===== config.mk =====
export PLATFORM = sky130hd
export DESIGN_NAME = timer_two_counter
export DESIGN_NICKNAME = d
export VERILOG_FILES = /design/src/rtl/timer_two_pkg.sv /design/src/rtl/pin_edge_sync.sv /design/src/rtl/timer_two_counter.sv
export SDC_FILE = /design/constraint.sdc
export NUM_CORES = 1
export LEC_CHECK = 0
export ABC_AREA = 1
export BUFFER_PORTS_ARGS = -buffer_cell sky130_fd_sc_hd__buf_2
export CAP_MARGIN = 25
export CELL_PAD_IN_SITES_DETAIL_PLACEMENT = 1
export CELL_PAD_IN_SITES_GLOBAL_PLACEMENT = 1
export CORE_AREA = 2 2 136 138
export DETAILED_ROUTE_END_ITERATION = 6
export DIE_AREA = 0 0 138 140
export MAX_ROUTING_LAYER = met4
export PLACE_DENSITY = 0.67
export SLEW_MARGIN = 25
export SYNTH_ARGS = -nofsm -noshare
export SYNTH_HDL_FRONTEND = slang
export SYNTH_SLANG_ARGS = --single-unit

===== constraint.sdc =====
create_clock -name pclk -period 3.25 [get_ports pclk]
set_input_delay 0.8125 -clock pclk [delete_from_list [all_inputs] [get_ports pclk]]
set_output_delay 0.8125 -clock pclk [all_outputs]
set_load 0.02 [all_outputs]

===== src/rtl/timer_two_pkg.sv =====
// constants for the capture / reload timer and its register map
package timer_two_pkg;

   ////////////////////////////////////////////////////////////////////////////
   // register byte offsets
   localparam logic [7:0] CONTROL_OFFSET     = 8'h00;
   localparam logic [7:0] MODE_OFFSET        = 8'h04;
   localparam logic [7:0] COUNT_LOW_OFFSET   = 8'h08;
   localparam logic [7:0] COUNT_HIGH_OFFSET  = 8'h0C;
   localparam logic [7:0] RELOAD_LOW_OFFSET  = 8'h10;
   localparam logic [7:0] RELOAD_HIGH_OFFSET = 8'h14;
   localparam logic [7:0] IRQ_ENABLE_OFFSET  = 8'h18;

   ////////////////////////////////////////////////////////////////////////////
   // control register fields
   localparam int OVERFLOW_BIT       = 7;
   localparam int EXT_FLAG_BIT       = 6;
   localparam int RX_BAUD_BIT        = 5;
   localparam int TX_BAUD_BIT        = 4;
   localparam int TRIGGER_ENABLE_BIT = 3;
   localparam int RUN_BIT            = 2;
   localparam int SOURCE_BIT         = 1;
   localparam int CAPTURE_BIT        = 0;

   // mode register and interrupt enable fields
   localparam int DOWN_ENABLE_BIT = 0;
   localparam int SIX_CLOCK_BIT   = 1;
   localparam int IRQ_ENABLE_BIT  = 0;

   ////////////////////////////////////////////////////////////////////////////
   // reset values and count limits
   localparam logic [7:0]  CONTROL_RESET = 8'h00;
   localparam logic [1:0]  MODE_RESET    = 2'h0;
   localparam logic [15:0] COUNT_RESET   = 16'h0000;
   localparam logic [15:0] RELOAD_RESET  = 16'h0000;
   localparam logic [15:0] COUNT_ALL_ONES = 16'hFFFF;

   ////////////////////////////////////////////////////////////////////////////
   // core clock cycles per count tick
   localparam logic [3:0] TICK_DIV_12CLK = 4'hC;
   localparam logic [3:0] TICK_DIV_6CLK  = 4'h6;
   localparam logic [3:0] BAUD_DIV_12CLK = 4'h2;
   localparam logic [3:0] BAUD_DIV_6CLK  = 4'h1;

endpackage

===== src/rtl/pin_edge_sync.sv =====
// two-stage synchroniser with falling edge detect per pin
`timescale 1ns/10ps
module pin_edge_sync #(
   parameter int WIDTH = 2
) (
   input  wire logic             pclk,
   input  wire logic             presetn,
   input  wire logic [WIDTH-1:0] pin,
   output logic      [WIDTH-1:0] level,
   output logic      [WIDTH-1:0] fall
);

   logic [WIDTH-1:0] meta;
   logic [WIDTH-1:0] prev;

   genvar i;
   generate
      for (i = 0; i < WIDTH; i++) begin : g_pin
         always_ff @(posedge pclk or negedge presetn) begin
            if (!presetn) begin
               meta[i]  <= 1'b1;
               level[i] <= 1'b1;
               prev[i]  <= 1'b1;
            end else begin
               meta[i]  <= pin[i];
               level[i] <= meta[i];
               prev[i]  <= level[i];
            end
         end
         assign fall[i] = prev[i] & ~level[i];
      end
   endgenerate

endmodule


===== src/rtl/timer_two_counter.sv =====
// capture / auto-reload / baud timer with apb register slave
//
// The register offsets and the APB slave port were chosen for this implementation.
`timescale 1ns/10ps
module timer_two_counter #(
   parameter int ADDR_WIDTH = 8
) (
   input  wire logic                  pclk,
   input  wire logic                  presetn,
   input  wire logic                  psel,
   input  wire logic                  penable,
   input  wire logic                  pwrite,
   input  wire logic [ADDR_WIDTH-1:0] paddr,
   input  wire logic [31:0]           pwdata,
   output logic      [31:0]           prdata,
   output logic                       pready,
   output logic                       pslverr,
   input  wire logic                  trigger_direction_pin,
   input  wire logic                  external_count_input,
   input  wire logic                  aux_timer_overflow,
   output logic                       timer_irq,
   output logic                       rx_baud_clock,
   output logic                       tx_baud_clock
);

   ////////////////////////////////////////////////////////////////////////////
   // state
   logic [7:0]  timer_two_control;
   logic [1:0]  timer_two_mode_reg;
   logic        interrupt_enable_reg;
   logic [15:0] count;
   logic [15:0] reload;
   logic [3:0]  prescale;

   logic        overflow_flag;
   logic        external_event_flag;
   logic        receive_baud_select;
   logic        transmit_baud_select;
   logic        external_trigger_enable;
   logic        run_control;
   logic        count_source_select;
   logic        capture_reload_select;
   logic        down_count_enable;
   logic        six_clock_mode;

   assign overflow_flag           = timer_two_control[timer_two_pkg::OVERFLOW_BIT];
   assign external_event_flag     = timer_two_control[timer_two_pkg::EXT_FLAG_BIT];
   assign receive_baud_select     = timer_two_control[timer_two_pkg::RX_BAUD_BIT];
   assign transmit_baud_select    = timer_two_control[timer_two_pkg::TX_BAUD_BIT];
   assign external_trigger_enable = timer_two_control[timer_two_pkg::TRIGGER_ENABLE_BIT];
   assign run_control             = timer_two_control[timer_two_pkg::RUN_BIT];
   assign count_source_select     = timer_two_control[timer_two_pkg::SOURCE_BIT];
   assign capture_reload_select   = timer_two_control[timer_two_pkg::CAPTURE_BIT];
   assign down_count_enable       = timer_two_mode_reg[timer_two_pkg::DOWN_ENABLE_BIT];
   assign six_clock_mode          = timer_two_mode_reg[timer_two_pkg::SIX_CLOCK_BIT];

   ////////////////////////////////////////////////////////////////////////////
   // pin synchronisers
   logic [1:0] pin_level;
   logic [1:0] pin_fall;
   logic       trigger_level;
   logic       trigger_fall;
   logic       count_pin_fall;

   pin_edge_sync #(
      .WIDTH (2)
   ) u_sync (
      .pclk    (pclk),
      .presetn (presetn),
      .pin     ({external_count_input, trigger_direction_pin}),
      .level   (pin_level),
      .fall    (pin_fall)
   );

   assign trigger_level  = pin_level[0];
   assign trigger_fall   = pin_fall[0];
   assign count_pin_fall = pin_fall[1];

   ////////////////////////////////////////////////////////////////////////////
   // apb decode
   logic apb_done;
   logic wr_en;
   logic addr_ok;

   assign apb_done = psel & penable & pready;
   assign wr_en    = apb_done & pwrite;

   always_comb begin
      case (paddr)
         timer_two_pkg::CONTROL_OFFSET,
         timer_two_pkg::MODE_OFFSET,
         timer_two_pkg::COUNT_LOW_OFFSET,
         timer_two_pkg::COUNT_HIGH_OFFSET,
         timer_two_pkg::RELOAD_LOW_OFFSET,
         timer_two_pkg::RELOAD_HIGH_OFFSET,
         timer_two_pkg::IRQ_ENABLE_OFFSET: addr_ok = 1'b1;
         default:                          addr_ok = 1'b0;
      endcase
   end

   logic wr_control;
   logic wr_mode;
   logic wr_count_low;
   logic wr_count_high;
   logic wr_reload_low;
   logic wr_reload_high;
   logic wr_irq_enable;

   assign wr_control     = wr_en & (paddr == timer_two_pkg::CONTROL_OFFSET);
   assign wr_mode        = wr_en & (paddr == timer_two_pkg::MODE_OFFSET);
   assign wr_count_low   = wr_en & (paddr == timer_two_pkg::COUNT_LOW_OFFSET);
   assign wr_count_high  = wr_en & (paddr == timer_two_pkg::COUNT_HIGH_OFFSET);
   assign wr_reload_low  = wr_en & (paddr == timer_two_pkg::RELOAD_LOW_OFFSET);
   assign wr_reload_high = wr_en & (paddr == timer_two_pkg::RELOAD_HIGH_OFFSET);
   assign wr_irq_enable  = wr_en & (paddr == timer_two_pkg::IRQ_ENABLE_OFFSET);

   ////////////////////////////////////////////////////////////////////////////
   // mode decode and count tick
   logic       baud_mode;
   logic       capture_mode;
   logic       up_down_mode;
   logic       counting_down;
   logic [3:0] tick_div;
   logic       internal_tick;
   logic       count_step;

   assign baud_mode     = receive_baud_select | transmit_baud_select;
   assign capture_mode  = ~baud_mode & capture_reload_select;
   assign up_down_mode  = ~baud_mode & ~capture_reload_select & down_count_enable;
   assign counting_down = up_down_mode & ~trigger_level;

   always_comb begin
      if (baud_mode) begin
         tick_div = six_clock_mode ? timer_two_pkg::BAUD_DIV_6CLK
                                   : timer_two_pkg::BAUD_DIV_12CLK;
      end else begin
         tick_div = six_clock_mode ? timer_two_pkg::TICK_DIV_6CLK
                                   : timer_two_pkg::TICK_DIV_12CLK;
      end
   end

   assign internal_tick = (prescale >= tick_div - 4'h1);

   always_ff @(posedge pclk or negedge presetn) begin
      if (!presetn) begin
         prescale <= 4'h0;
      end else if (internal_tick || !run_control) begin
         prescale <= 4'h0;
      end else begin
         prescale <= prescale + 4'h1;
      end
   end

   assign count_step = run_control &
                       (count_source_select ? count_pin_fall : internal_tick);

   ////////////////////////////////////////////////////////////////////////////
   // wrap and trigger events
   logic wrap_up;
   logic wrap_down;
   logic wrap_event;
   logic trigger_event;
   logic trigger_reload;
   logic trigger_capture;

   assign wrap_up    = count_step & ~counting_down & (count == timer_two_pkg::COUNT_ALL_ONES);
   assign wrap_down  = count_step & counting_down & (count == reload);
   assign wrap_event = wrap_up | wrap_down;

   assign trigger_event   = trigger_fall & external_trigger_enable & ~up_down_mode;
   assign trigger_reload  = trigger_event & ~baud_mode & ~capture_reload_select;
   assign trigger_capture = trigger_event & capture_mode;

   ////////////////////////////////////////////////////////////////////////////
   // count register
   logic [15:0] next_count;

   always_comb begin
      next_count = count;
      if (trigger_reload) begin
         next_count = reload;
      end else if (wrap_down) begin
         next_count = timer_two_pkg::COUNT_ALL_ONES;
      end else if (wrap_up && !capture_mode) begin
         next_count = reload;
      end else if (count_step) begin
         next_count = counting_down ? count - 16'h0001 : count + 16'h0001;
      end
      if (wr_count_low) begin
         next_count[7:0] = pwdata[7:0];
      end
      if (wr_count_high) begin
         next_count[15:8] = pwdata[7:0];
      end
   end

   always_ff @(posedge pclk or negedge presetn) begin
      if (!presetn) begin
         count <= timer_two_pkg::COUNT_RESET;
      end else begin
         count <= next_count;
      end
   end

   ////////////////////////////////////////////////////////////////////////////
   // capture / reload pair
   always_ff @(posedge pclk or negedge presetn) begin
      if (!presetn) begin
         reload <= timer_two_pkg::RELOAD_RESET;
      end else if (trigger_capture) begin
         reload <= count;
      end else if (wr_reload_low) begin
         reload[7:0] <= pwdata[7:0];
      end else if (wr_reload_high) begin
         reload[15:8] <= pwdata[7:0];
      end
   end

   ////////////////////////////////////////////////////////////////////////////
   // control, mode and enable registers
   logic set_overflow;
   logic set_external;
   logic toggle_external;

   assign set_overflow    = wrap_event & ~baud_mode;
   assign set_external    = trigger_event;
   assign toggle_external = wrap_event & up_down_mode;

   always_ff @(posedge pclk or negedge presetn) begin
      if (!presetn) begin
         timer_two_control <= timer_two_pkg::CONTROL_RESET;
      end else begin
         if (wr_control) begin
            timer_two_control <= pwdata[7:0];
         end
         if (set_overflow) begin
            timer_two_control[timer_two_pkg::OVERFLOW_BIT] <= 1'b1;
         end
         if (toggle_external) begin
            timer_two_control[timer_two_pkg::EXT_FLAG_BIT] <= ~external_event_flag;
         end else if (set_external) begin
            timer_two_control[timer_two_pkg::EXT_FLAG_BIT] <= 1'b1;
         end
      end
   end

   always_ff @(posedge pclk or negedge presetn) begin
      if (!presetn) begin
         timer_two_mode_reg <= timer_two_pkg::MODE_RESET;
      end else if (wr_mode) begin
         timer_two_mode_reg <= pwdata[1:0];
      end
   end

   always_ff @(posedge pclk or negedge presetn) begin
      if (!presetn) begin
         interrupt_enable_reg <= 1'b0;
      end else if (wr_irq_enable) begin
         interrupt_enable_reg <= pwdata[timer_two_pkg::IRQ_ENABLE_BIT];
      end
   end

   ////////////////////////////////////////////////////////////////////////////
   // interrupt and baud clock outputs
   always_ff @(posedge pclk or negedge presetn) begin
      if (!presetn) begin
         timer_irq     <= 1'b0;
         rx_baud_clock <= 1'b0;
         tx_baud_clock <= 1'b0;
      end else begin
         timer_irq <= interrupt_enable_reg &
                      (overflow_flag | (external_event_flag & ~up_down_mode));
         rx_baud_clock <= receive_baud_select ? wrap_up : aux_timer_overflow;
         tx_baud_clock <= transmit_baud_select ? wrap_up : aux_timer_overflow;
      end
   end

   ////////////////////////////////////////////////////////////////////////////
   // apb answer: one wait state, read data and error from flops
   logic [31:0] read_mux;

   always_comb begin
      read_mux = 32'h0000_0000;
      case (paddr)
         timer_two_pkg::CONTROL_OFFSET:     read_mux[7:0] = timer_two_control;
         timer_two_pkg::MODE_OFFSET:        read_mux[1:0] = timer_two_mode_reg;
         timer_two_pkg::COUNT_LOW_OFFSET:   read_mux[7:0] = count[7:0];
         timer_two_pkg::COUNT_HIGH_OFFSET:  read_mux[7:0] = count[15:8];
         timer_two_pkg::RELOAD_LOW_OFFSET:  read_mux[7:0] = reload[7:0];
         timer_two_pkg::RELOAD_HIGH_OFFSET: read_mux[7:0] = reload[15:8];
         timer_two_pkg::IRQ_ENABLE_OFFSET:  read_mux[0]   = interrupt_enable_reg;
         default:                           read_mux      = 32'h0000_0000;
      endcase
   end

   always_ff @(posedge pclk or negedge presetn) begin
      if (!presetn) begin
         pready  <= 1'b0;
         pslverr <= 1'b0;
         prdata  <= 32'h0000_0000;
      end else begin
         pready  <= psel & penable & ~pready;
         pslverr <= psel & penable & ~pready & ~addr_ok;
         if (psel && penable && !pready && !pwrite) begin
            prdata <= read_mux;
         end
      end
   end
endmodule


==> metrics <==
area of the multi-input gates about 0.0028 mm2; Iter 0 DRT Violations a little over 400; Setup WS pre-CTS 290 ps; largest net degree at the start of global routing just over 40; global-route wire length before repair around 30000 um; core area 0.0178 mm2; most frequent cells in the layout 169 x nand2_1, 90 x inv_1, 87 x nor2_1; Crit path top cell by count nand3_1; Hold WC Path Type reg2reg; critical path arrival 3200 ps; number of global-route vias before repair 5094; Antenna Cells 0; Clock Skew 6.51 ps; Die Y ~140 um; Max Cap Viol 0; Fmax 341 MHz; Critical Path RT about 3500 ps; number of flops mapped to enable cells by yosys 0; effective utilization at floorplan between 20 and 30%; CP cell instances nor2_4 > inv_1 > or2_2 > ha_1 > inv_1 > o21bai_1 > nand3_1 > nand3_1 > o21ai_0 > nor2_1 > buf_4 > nand2_1 > nand2_2 > nor2_1 > nand3_1 > nand2_1 > a21oi_1; endpoints failing hold 0; gr usage total 20.6%; final antenna-violating net count 0; final hold slack 360 ps; total number of vias ~5200; Post-Syn Instances about 740; Layout fillers ~2300; clock-pin slew of the registers on the worst-case setup and hold paths 60 ps; average cell area after synthesis 6.86 um2; leakage 2.76 nW; global route overflow 0; share of the synthesized area in the top cell type 29.6%; total power draw 2.13 mW; sequential fraction of the synthesis area 32.7%; Setup CP Type reg2reg; critical hold path startpoint u_sync.meta[0]; cell type contributing the most total cell area after synthesis dfrtp_1; Worst path top cell family by delay simple AND/OR/NAND/NOR gates; Row Count 49; Die Width 138 um; Post-DP HPWL ~15000 um; DRC Markers 0; ranking of synthesized cells by area dfrtp_1 30%, nand2_1 13%, a21oi_1 7.6%, inv_1 6.7%, nor2_1 6.4%; type of origin of the critical path flip-flop; Reg area approximately 0.0017 mm2; met3 routed WL 915 um; RSZ-0062 raised after global routing no; commonest non-fill, non-tap cell in the layout nand2_1; slowest CP cell dfrtp_1; ys async rst share 100%; # setup viols final 0; Synth Register Bits 66; Worst setup EP type flip-flop; DR top layer met4; CP Max Fanout 12; Critical path buffers and inverters 3; YS warnings 0; drt wl/cell 19.0 um; Total Wirelength 19200 um; Slew @ Worst Pin 773 ps; postcts setup bufs 0; distinct cell type count after synthesis 54; Worst-Skew Late Latency 340 ps; DR pass1 iterations 6; area grow syn2layout 13.3%; Post-CTS Hold Buffers 0; die area 0.0193 mm2; Rel. slew slack roughly 48%; Tcrit/Tclk final 90.2%; post-synthesis cell area 0.00507 mm2; layout cells sized above 1 around an eighth; cts bufs inserted 9; Critical Path Source timer_two_control[5]; TritonCTS Sinks 66; I/O pins 85; nets@finish 832; setup_tns 0 ps; status completed; min cycle time layout 2930 ps; Worst path max stage delay 460 ps; CTS H-tree depth 3; DR WL met2 8740 um; Layout Utilization 32.3%; DR vias/cell ~5.2; initial antenna violation count 0; fin worst setup slack 320 ps; Post-CTS Resized 0; CTS tree yes; GP Congestion 0.970; maximum VDD drop 0.187 mV; ys flop type dfrtp_1; clock buffer depth 2; port bufs 36; worst r2r src timer_two_control[5]; fin. max-slew vios 0; Pwr Density around 370 mW/mm2; Routed met1 length 9240 um; CTS root buf clkbuf_16; Largest regs count: 16 flops, reload: 16 flops
[worst paths after layout]
| kind | endpoint | slack (ps) | cells past startpoint |
|---|---|---|---|
| worst max-delay path | count[11] | 320 | 17 |
| worst min-delay path | u_sync.level[0] | 360 | 0 |
| worst max register to register | count[11] | 320 | 17 |
| worst min register to register | u_sync.level[0] | 360 | 0 |
| max in group asynchronous | u_sync.level[1] | 1970 | 2 |
| min in group asynchronous | reload[11] | 550 | 1 |
[synth_stat cells, drive strengths merged, types with 3 or more instances]
master     n
a21oi     77
a221oi     7
a41oi     12
and2       3
buf       37
clkbuf     9
dfrtp     60
dfstp      6
ha         6
inv       94
nand2    178
nand3     35
nand4     14
nor2      93
nor3       9
nor4       4
o2111ai    4
o211ai     7
o21ai     40
o21bai     3
o22ai      7
or2        3
xnor2      3
xor2      13
[routing by layer]
layer / GRT usage, % / up-vias
met2: 31.4 / 153
met4: 4.83 / 0
li1: - / 2486
met1: 29.2 / 2581
met3: 2.56 / 28
met5: - / -
[worst register-to-register path: cells and delay by family, from the launching register on]
family / cells / cell delay (ps)
buf+inv: 3 / 310
compound gates: 3 / 330
fa+ha+maj: 1 / 290
simple gates: 10 / 1450
flops: 1 / 460
[cell families after synthesis]
kind of cell    synth area share (%)
simple gates                    30.3
compound gates                  19.4
buf+inv                         13.2
flops                           32.7
xor+xnor                        2.77
fa+ha+maj                       1.48
other cells                   0.0740
[power by group]
| part | internal, mW | switching, mW |
|---|---|---|
| Sequential | 0.858 | 0.0398 |
| Combinational | 0.0693 | 0.171 |
| Clock | 0.585 | 0.405 |
| Total | 1.51 | 0.616 |
[area by class of cell]
type                       instances  area share, %
multi-input combinational        554           49.3
sequential                        66           28.9
inverter                          96           6.28
timing repair buffer              51           5.32
tap                              229           4.99
clock buffer                      12           4.64
clock inverter                     4          0.567
[stage by stage]
stage               cell area, um2  cells
finish                        5740   1012
floorplan                     5150    762
CTS                           5740   1012
global placement              5440    996
global route                  5740   1012
detailed placement            5440    996
No activity file was read; power rests on OpenSTA's default activity.
